[src/inc/empm_pkg.sv]
// constants and types shared by the external memory pin block multiplexer
package empm_pkg;
   // pin function codes, also reported on the per-pin function status port
   typedef enum logic [1:0] {
      EMPM_GPIO,
      EMPM_MEM,
      EMPM_PCI,
      EMPM_RMII
   } empm_func_e;

   // memory pinout select codes
   localparam logic [2:0] PINOUT_NONE  = 3'h0;
   localparam logic [2:0] PINOUT_ASYNC = 3'h2;
   localparam logic [2:0] PINOUT_NAND  = 3'h5;

   // pin vector layout: index 0..49 is general_io_pin 5..54,
   // 50..57 is general_io_pin 89..96, 58..60 the fixed memory controls
   localparam int unsigned PIN_COUNT     = 61;
   localparam int unsigned GP_LOW_BASE   = 5;
   localparam int unsigned GP_HIGH_BASE  = 89;
   localparam int unsigned SB3_FIRST     = 50;
   localparam int unsigned SB3_LAST      = 57;
   localparam int unsigned SB2_FIRST     = 58;
   localparam int unsigned SB2_LAST      = 60;

   // reset values
   localparam logic        PIN_OUT_RST   = 1'h0;
   localparam logic        PIN_OE_RST    = 1'h0;
   localparam logic        SYNC_RST      = 1'h0;
endpackage : empm_pkg
[src/hdl/empm_pin_mux.sv]
// pin function selector for the external asynchronous memory pin block
`timescale 1ns/1ns
// Notes on behaviour
// pci off, pinout 010b, rmii off: memory pins on, no pci pins
// that mode gives 16-bit async memory pins with chip select 2
// each chip select 3/4/5 enable picks memory select or general io, for 4 and 5 only while rmii is off
// that mode leaves at least 13 general io pins, more as enables clear
// pci select 1 hands this block's pci signals to pci
// pinout 101 gives 8-bit nand pins: data 7..0, address 2..1, controls
// sub-block 0 follows only pinout, rmii and pci selects
// sub-block 1 follows pinout, chip select enables and rmii select
// wait/ready, output and write enable pins are always memory pins
// sub-block 3 follows only pinout and pci selects
// software never selects mii and reduced-mii pins together
// software selects pci in every mux block carrying pci pins
// with rmii on, software keeps chip select 4 and 5 enables low
// a pin with no selected peripheral falls back to general io
module empm_pin_mux #(
   parameter int unsigned N = empm_pkg::PIN_COUNT
) (
   input  wire logic           CLK_IN,               // 100 MHz clock
   input  wire logic           RESET_N_IN,           // synchronous reset, active low
   input  wire logic           PCI_PIN_SELECT_IN,    // 1 hands pci pins to pci
   input  wire logic [2:0]     EXT_MEM_PINOUT_SELECT_IN, // memory pinout mode
   input  wire logic           RMII_PIN_SELECT_IN,   // 1 hands rmii pins to the mac
   input  wire logic           CHIP_SELECT3_PIN_ENABLE_IN, // chip select 3 pin enable
   input  wire logic           CHIP_SELECT4_PIN_ENABLE_IN, // chip select 4 pin enable
   input  wire logic           CHIP_SELECT5_PIN_ENABLE_IN, // chip select 5 pin enable
   input  wire logic [N-1:0]   MEM_OUT_IN,           // memory port drive per pin
   input  wire logic [N-1:0]   MEM_OE_IN,            // memory port enable per pin
   input  wire logic [N-1:0]   PCI_OUT_IN,           // pci drive per pin
   input  wire logic [N-1:0]   PCI_OE_IN,            // pci enable per pin
   input  wire logic [N-1:0]   RMII_OUT_IN,          // ethernet mac drive per pin
   input  wire logic [N-1:0]   RMII_OE_IN,           // ethernet mac enable per pin
   input  wire logic [N-1:0]   GPIO_OUT_IN,          // general io drive per pin
   input  wire logic [N-1:0]   GPIO_OE_IN,           // general io enable per pin
   input  wire logic [N-1:0]   PIN_IN,               // level seen on each pin
   output logic      [N-1:0]   PIN_OUT_OUT,          // level driven on each pin
   output logic      [N-1:0]   PIN_OE_OUT,           // high while pin is driven
   output logic      [N-1:0]   MEM_IN_OUT,           // pin level to memory port
   output logic      [N-1:0]   PCI_IN_OUT,           // pin level to pci
   output logic      [N-1:0]   RMII_IN_OUT,          // pin level to ethernet mac
   output logic      [N-1:0]   GPIO_IN_OUT,          // pin level to general io
   output logic      [2*N-1:0] PIN_FUNC_OUT          // current function code per pin
);
   logic [N-1:0] pin_sync;

   empm_sync3 #(
      .WIDTH      (N)
   ) u_sync (
      .clk_in     (CLK_IN),
      .reset_n_in (RESET_N_IN),
      .async_in   (PIN_IN),
      .sync_out   (pin_sync)
   );

   // function of one pin from the configuration fields
   function automatic empm_pkg::empm_func_e pin_func(
      input int unsigned idx,
      input logic        pci,
      input logic [2:0]  pinout,
      input logic        rmii,
      input logic        cs3,
      input logic        cs4,
      input logic        cs5
   );
      int unsigned         gp;
      logic                async_mode;
      logic                mem_mode;
      empm_pkg::empm_func_e f;
      async_mode = (pinout == empm_pkg::PINOUT_ASYNC);
      mem_mode   = async_mode || (pinout == empm_pkg::PINOUT_NAND);
      f          = empm_pkg::EMPM_GPIO;
      gp         = idx + empm_pkg::GP_LOW_BASE;
      if (idx >= empm_pkg::SB2_FIRST && idx <= empm_pkg::SB2_LAST) begin
         f = empm_pkg::EMPM_MEM;
      end else if (idx >= empm_pkg::SB3_FIRST && idx <= empm_pkg::SB3_LAST) begin
         // sub-block 3: pci wins over the upper address lines
         if (pci) begin
            f = empm_pkg::EMPM_PCI;
         end else if (async_mode) begin
            f = empm_pkg::EMPM_MEM;
         end
      end else if (gp >= 44 && gp <= 51) begin
         // sub-block 0 shared with pci
         if (pci) begin
            f = empm_pkg::EMPM_PCI;
         end else if (async_mode) begin
            f = empm_pkg::EMPM_MEM;
         end
      end else if (gp >= 34 && gp <= 43) begin
         // upper data, read/write, address 21: only in the 16-bit mode
         if (async_mode) begin
            f = empm_pkg::EMPM_MEM;
         end
      end else if (gp == 52) begin
         if (rmii) begin
            f = empm_pkg::EMPM_RMII;
         end
      end else if (gp == 33 || gp == 32) begin
         // chip select 5 / 4 shares its pin with rmii receive data
         if (!rmii && (gp == 33 ? cs5 : cs4)) begin
            f = empm_pkg::EMPM_MEM;
         end else if (rmii && !(gp == 33 ? cs5 : cs4)) begin
            f = empm_pkg::EMPM_RMII;
         end
      end else if (gp >= 27 && gp <= 31) begin
         if (rmii) begin
            f = empm_pkg::EMPM_RMII;
         end
      end else if (gp >= 14 && gp <= 21) begin
         if (mem_mode) begin
            f = empm_pkg::EMPM_MEM;
         end
      end else if (gp == 13) begin
         if (cs3) begin
            f = empm_pkg::EMPM_MEM;
         end
      end else if (gp == 12 || gp == 9 || gp == 8) begin
         // chip select 2 and address 1..2 serve both memory modes
         if (mem_mode) begin
            f = empm_pkg::EMPM_MEM;
         end
      end else if (gp == 11 || gp == 10 || (gp >= 5 && gp <= 7)) begin
         if (async_mode) begin
            f = empm_pkg::EMPM_MEM;
         end
      end
      // 22..26 and 53..54 stay general io, as do 27..31 and 52 while rmii is off, so mode 010b keeps 13
      return f;
   endfunction : pin_func

   genvar i;
   generate
      for (i = 0; i < N; i++) begin : g_pin
         empm_pkg::empm_func_e sel;

         always_comb begin
            sel = pin_func(i, PCI_PIN_SELECT_IN, EXT_MEM_PINOUT_SELECT_IN,
                           RMII_PIN_SELECT_IN, CHIP_SELECT3_PIN_ENABLE_IN,
                           CHIP_SELECT4_PIN_ENABLE_IN, CHIP_SELECT5_PIN_ENABLE_IN);
         end

         // drive side: one registered stage so pins change glitch-free
         always_ff @(posedge CLK_IN) begin
            if (!RESET_N_IN) begin
               PIN_OUT_OUT[i] <= empm_pkg::PIN_OUT_RST;
               PIN_OE_OUT[i]  <= empm_pkg::PIN_OE_RST;
            end else begin
               case (sel)
                  empm_pkg::EMPM_MEM: begin
                     PIN_OUT_OUT[i] <= MEM_OUT_IN[i];
                     PIN_OE_OUT[i]  <= MEM_OE_IN[i];
                  end
                  empm_pkg::EMPM_PCI: begin
                     PIN_OUT_OUT[i] <= PCI_OUT_IN[i];
                     PIN_OE_OUT[i]  <= PCI_OE_IN[i];
                  end
                  empm_pkg::EMPM_RMII: begin
                     PIN_OUT_OUT[i] <= RMII_OUT_IN[i];
                     PIN_OE_OUT[i]  <= RMII_OE_IN[i];
                  end
                  default: begin
                     PIN_OUT_OUT[i] <= GPIO_OUT_IN[i];
                     PIN_OE_OUT[i]  <= GPIO_OE_IN[i];
                  end
               endcase
            end
         end

         // receive side: unselected functions see a steady zero
         always_ff @(posedge CLK_IN) begin
            if (!RESET_N_IN) begin
               MEM_IN_OUT[i]  <= empm_pkg::SYNC_RST;
               PCI_IN_OUT[i]  <= empm_pkg::SYNC_RST;
               RMII_IN_OUT[i] <= empm_pkg::SYNC_RST;
               GPIO_IN_OUT[i] <= empm_pkg::SYNC_RST;
            end else begin
               MEM_IN_OUT[i]  <= (sel == empm_pkg::EMPM_MEM)  && pin_sync[i];
               PCI_IN_OUT[i]  <= (sel == empm_pkg::EMPM_PCI)  && pin_sync[i];
               RMII_IN_OUT[i] <= (sel == empm_pkg::EMPM_RMII) && pin_sync[i];
               GPIO_IN_OUT[i] <= (sel == empm_pkg::EMPM_GPIO) && pin_sync[i];
            end
         end

         always_ff @(posedge CLK_IN) begin
            if (!RESET_N_IN) begin
               PIN_FUNC_OUT[2*i+:2] <= 2'(empm_pkg::EMPM_GPIO);
            end else begin
               PIN_FUNC_OUT[2*i+:2] <= 2'(sel);
            end
         end
      end
   endgenerate
endmodule : empm_pin_mux

[src/hdl/empm_sync3.sv]
// three-stage input synchroniser with agreement filter, one per bit
`timescale 1ns/1ns
module empm_sync3 #(
   parameter int unsigned WIDTH = 1
) (
   input  wire logic             clk_in,     // system clock
   input  wire logic             reset_n_in, // synchronous reset, active low
   input  wire logic [WIDTH-1:0] async_in,   // signals from the pins
   output logic      [WIDTH-1:0] sync_out    // filtered, clock-aligned copy
);
   logic [WIDTH-1:0] stage1;
   logic [WIDTH-1:0] stage2;
   logic [WIDTH-1:0] stage3;

   genvar b;
   generate
      for (b = 0; b < WIDTH; b++) begin : g_bit
         always_ff @(posedge clk_in) begin
            if (!reset_n_in) begin
               stage1[b]   <= empm_pkg::SYNC_RST;
               stage2[b]   <= empm_pkg::SYNC_RST;
               stage3[b]   <= empm_pkg::SYNC_RST;
               sync_out[b] <= empm_pkg::SYNC_RST;
            end else begin
               stage1[b] <= async_in[b];
               stage2[b] <= stage1[b];
               stage3[b] <= stage2[b];
               // stage1 is left to the metastability chain only
               if (stage2[b] == stage3[b]) begin
                  sync_out[b] <= stage3[b];
               end
            end
         end
      end
   endgenerate
endmodule : empm_sync3

[config.mk]
export PLATFORM = sky130hd
export DESIGN_NAME = empm_pin_mux
export DESIGN_NICKNAME = d
export VERILOG_FILES = /design/src/inc/empm_pkg.sv /design/src/hdl/empm_pin_mux.sv /design/src/hdl/empm_sync3.sv
export SDC_FILE = /design/constraint.sdc
export NUM_CORES = 1
export LEC_CHECK = 0
export BUFFER_PORTS_ARGS = -buffer_cell sky130_fd_sc_hd__buf_2
export CAP_MARGIN = 20
export CORE_AREA = 2 2 413 415
export DETAILED_ROUTE_END_ITERATION = 8
export DIE_AREA = 0 0 415 417
export GPL_TIMING_DRIVEN = 0
export PLACE_DENSITY = 0.35
export SLEW_MARGIN = 25
export SYNTH_ARGS = -nofsm -noshare
export SYNTH_HDL_FRONTEND = slang
export SYNTH_HIERARCHICAL = 1
export SYNTH_SLANG_ARGS = --single-unit
[constraint.sdc]
create_clock -name CLK_IN -period 1.6 [get_ports CLK_IN]
set_clock_uncertainty 0.2 [all_clocks]
set_input_delay 0.32 -clock CLK_IN [delete_from_list [all_inputs] [get_ports CLK_IN]]
set_output_delay 0.32 -clock CLK_IN [all_outputs]
set_load 0.02 [all_outputs]
==> impl_results.md <==
* Status: complete, but fails checks
* Failing checks: hold timing, setup timing
* Initial antenna violation count at 23
* Vias in the first global route at ~16,000
* Synth cell count leaders: dfxtp_1, and2_1, nand2_1
* Post-synth top area share at around 59%
* Setup ws final at -0.310 ns
* Slew @ Worst Pin at between 0.8 and 0.9 ns
* Worst Reg-to-Reg Cells at 2
* Worst setup SP type: flop
* CP max stage delay at 0.36 ns
* Clk Tree Root Cell: clkbuf_16
* Async S/R FF share, synth at 0%
* CP Class: flop to primary output
* CP max stage cell: dfxtp_4
* Worst vdd ir at approximately 580 uV
* Die area at 173,000 sq um
* Final nets at roughly 3,500
* GRT overflow at 0
* Lkg Pwr at ~15 nW
* Crit end category: primary output
* Post-DP HPWL at 69.8 mm
* Hold Crit Start: EXT_MEM_PINOUT_SELECT_IN[0]
* Critical Path RT at between 1 and 1.5 ns
* GP Congestion at about 0.9
* Drt via density at 3.01
* Max Cap Viol at 0
* Initial core utilization at a little over a tenth
* # IOs at 1,047
* Initial DRC count at just over 700
* Hold WC Path Type: input port to flop
* Die Height at approximately 420 um
* Antenna-violating nets left at 0
* Top-count cell post-synth: dfxtp_1
* Placed cell area at roughly 25,000 sq um
* Final min period at approximately 1.9 ns
* Fraction of layout instances using a drive strength above 1 at a little under half
* Number of core rows at ~150
* Crit path cell chain: buf_8 > buf_6 > buf_6
* RSZ-0062 raised after global routing: true
* H-tree levels at 3
* Final core occ at about a fifth
* Buffers added on ports at 678
* P&R area growth vs syn at 87.0%
* Clock Sinks at roughly 530
* Worst-path clk slew at ~0.060 ns
* GRT Util Overall at 10.0%
* Worst r2r src: u_sync/sync_out[38]
* Synth warnings at 6
* Critical Path AT at 1.39 ns
* Clk_lat worst skew at ~0.67 ns
* Ranking of synthesized cells by area: dfxtp_1, and2_1, buf_4
* Via count at 15,700
* Clock Tree Buf Depth at 3
* Seq cells post-synth at 525
* Total Routed Length at 89.3 mm
* Maximum number of pins on one net before global-route repair at 16
* Syn Inst Count at roughly 1,700
* DIE WIDTH at 415 um
* Cell mode on critical path: buf_6
* Post-DR wirelength/cell at between 15 and 20 um
* Critical Path Fanout Max at 8
* Worst Hold End: MEM_IN_OUT[15]
* CTS Buf Count at between 70 and 80
* Power Density at 1050 nW/um^2
* FMAX at between 500 and 600 MHz
* Layout fillers at 18,600
* Sequential element share of the synthesized area at a little under 60%
* Core ar. at 169,000 sq um
* Mapped cell area at 17,800 sq um
* # setup viols final at 344
* Slew Limit Fails at 0
* Global-route wire length before repair at 122 mm
* Final hold slack at -0.000617 ns
* Period utilization at 119%
* Synth cell types at 27
* CTS tree: built
* Worst hold path cell count at 4
* Reg2reg setup slack at around 0.35 ns
* Worst r2r dst: u_sync/sync_out[38]
* Ys flop type: dfxtp_1
* Leading area contributor after synthesis: dfxtp_1
* Post-synth EDFFs at 0
* Slew HR at a little under half
* Post-Syn Area per Cell at approximately 11 sq um
* # DRC at 0
* Endpoints failing hold at 2
* Final instance area at 33,200 sq um
* Drt first pass iters at 5
==> metal layers <==
layer  GRT usage, %  vias up  wire [um]
met5              0        -         27
met4           4.14        4       2830
met3           2.12      143       4900
met2           19.5      576      49300
met1           10.3     7336      32200
li1               -     7606          -
==> kinds of logic (layout without fill, tap and decap cells) <==
kind of cell,after synthesis,in the layout,share of synthesized area [%]
compound gates,226,226,9.15
fa+ha+maj,4,4,0.282
buf+inv,298,1440,11.4
flops,525,525,59.1
mux,36,36,2.03
other cells,1,160,0.0211
simple gates,602,602,17.9
==> placed cells by master, fill, tap and decap left out, drive strengths merged <==
| cell type | Yosys | routed |
|---|---|---|
| clkbuf | 59 | 160 |
| o21a | 1 | 1 |
| ha | 4 | 4 |
| nor2 | 2 | 2 |
| nand2 | 234 | 234 |
| clkinvlp | 0 | 7 |
| nand2b | 1 | 1 |
| a22oi | 4 | 4 |
| and3 | 81 | 81 |
| o21ai | 98 | 98 |
| buf | 235 | 924 |
| a21boi | 91 | 91 |
| bufinv | 0 | 5 |
| dfxtp | 525 | 525 |
| dlygate4sd3 | 0 | 327 |
| and3b | 1 | 1 |
| nor3b | 1 | 1 |
| inv | 3 | 8 |
| conb | 1 | 156 |
| mux2i | 36 | 36 |
| or3b | 1 | 1 |
| diode | 0 | 4 |
| and2 | 264 | 264 |
| a31oi | 32 | 32 |
| clkinv | 1 | 9 |
| nor2b | 17 | 17 |
==> layout make-up <==
cell class	instances	area, sq um	area share [%]
plain buffers	294	2200	6.64
flip-flops and latches	525	10900	32.8
clock buffers	102	2110	6.34
well taps	2218	2780	8.35
clock inverters	25	352	1.06
inverters	4	16.3	0.0490
multi-input cells	1024	5930	17.8
repair buffers	1015	8940	26.9
diodes	4	10.0	0.0301
==> worst max path at each step <==
stage	to	cells after the start	startpoint
2_1_floorplan	PIN_OE_OUT[10]	6	EXT_MEM_PINOUT_SELECT_IN[0]
3_3_place_gp	PIN_OUT_OUT[51]	5	RESET_N_IN
3_5_place_dp	PIN_OE_OUT[27]	6	RMII_PIN_SELECT_IN
4_1_cts	PIN_FUNC_OUT[86]	3	PIN_FUNC_OUT[92]
5_1_grt	PIN_FUNC_OUT[110]	3	PIN_FUNC_OUT[92]
6_report	PIN_FUNC_OUT[112]	3	PIN_FUNC_OUT[92]
==> power by group <==
part           internal (mW)  switching, mW  total (mW)
Clock                   10.1           6.70        16.8
Combinational           2.13           2.13        4.26
Sequential              13.6          0.216        13.8
==> stage by stage <==
step	hold WS [ns]	setup WS (ns)	TNS, ns	total power [mW]	std cells
detailed placement	0.217	-1.68	-178.73	17.1	4745
finish	-0.000617	-0.310	-23.74	34.8	5211
floorplan	0.148	-0.0175	-0.674	15.6	1847
CTS	0.00452	-0.374	-51.80	35.6	5206
global placement	0.214	-2.43	-356.03	17.1	4743
global route	0.00475	-0.385	-48.86	36.4	5209
==> sequential cells by signal, summed over array words and instances (netlist names) <==
| signal | cells |
|---|---|
| RMII_IN_OUT | 24 |
| PIN_OE_OUT | 61 |
| u_sync/stage1 | 61 |
| u_sync/stage3 | 61 |
| MEM_IN_OUT | 48 |
| u_sync/stage2 | 61 |
| PCI_IN_OUT | 18 |
| GPIO_IN_OUT | 58 |
| PIN_OUT_OUT | 61 |
| u_sync/sync_out | 61 |
| PIN_FUNC_OUT | 11 |
==> repair_timing <==
item / 4_1_cts / 5_1_grt
hold endpoints to repair: 213 / 1
buffers inserted: 8 / 0
pin swaps: 1 / 0
setup endpoints to repair: 413 / 382
hold buffers: 326 / 1
resized for setup: 1048 / 22
==> critical path, delay by kind of cell (launching register included) <==
| family | cells | cell delay, ns |
|---|---|---|
| buffers and inverters | 3 | 0.37 |
| DFF | 1 | 0.36 |
Note: power is estimated with default switching activity, not from simulation.
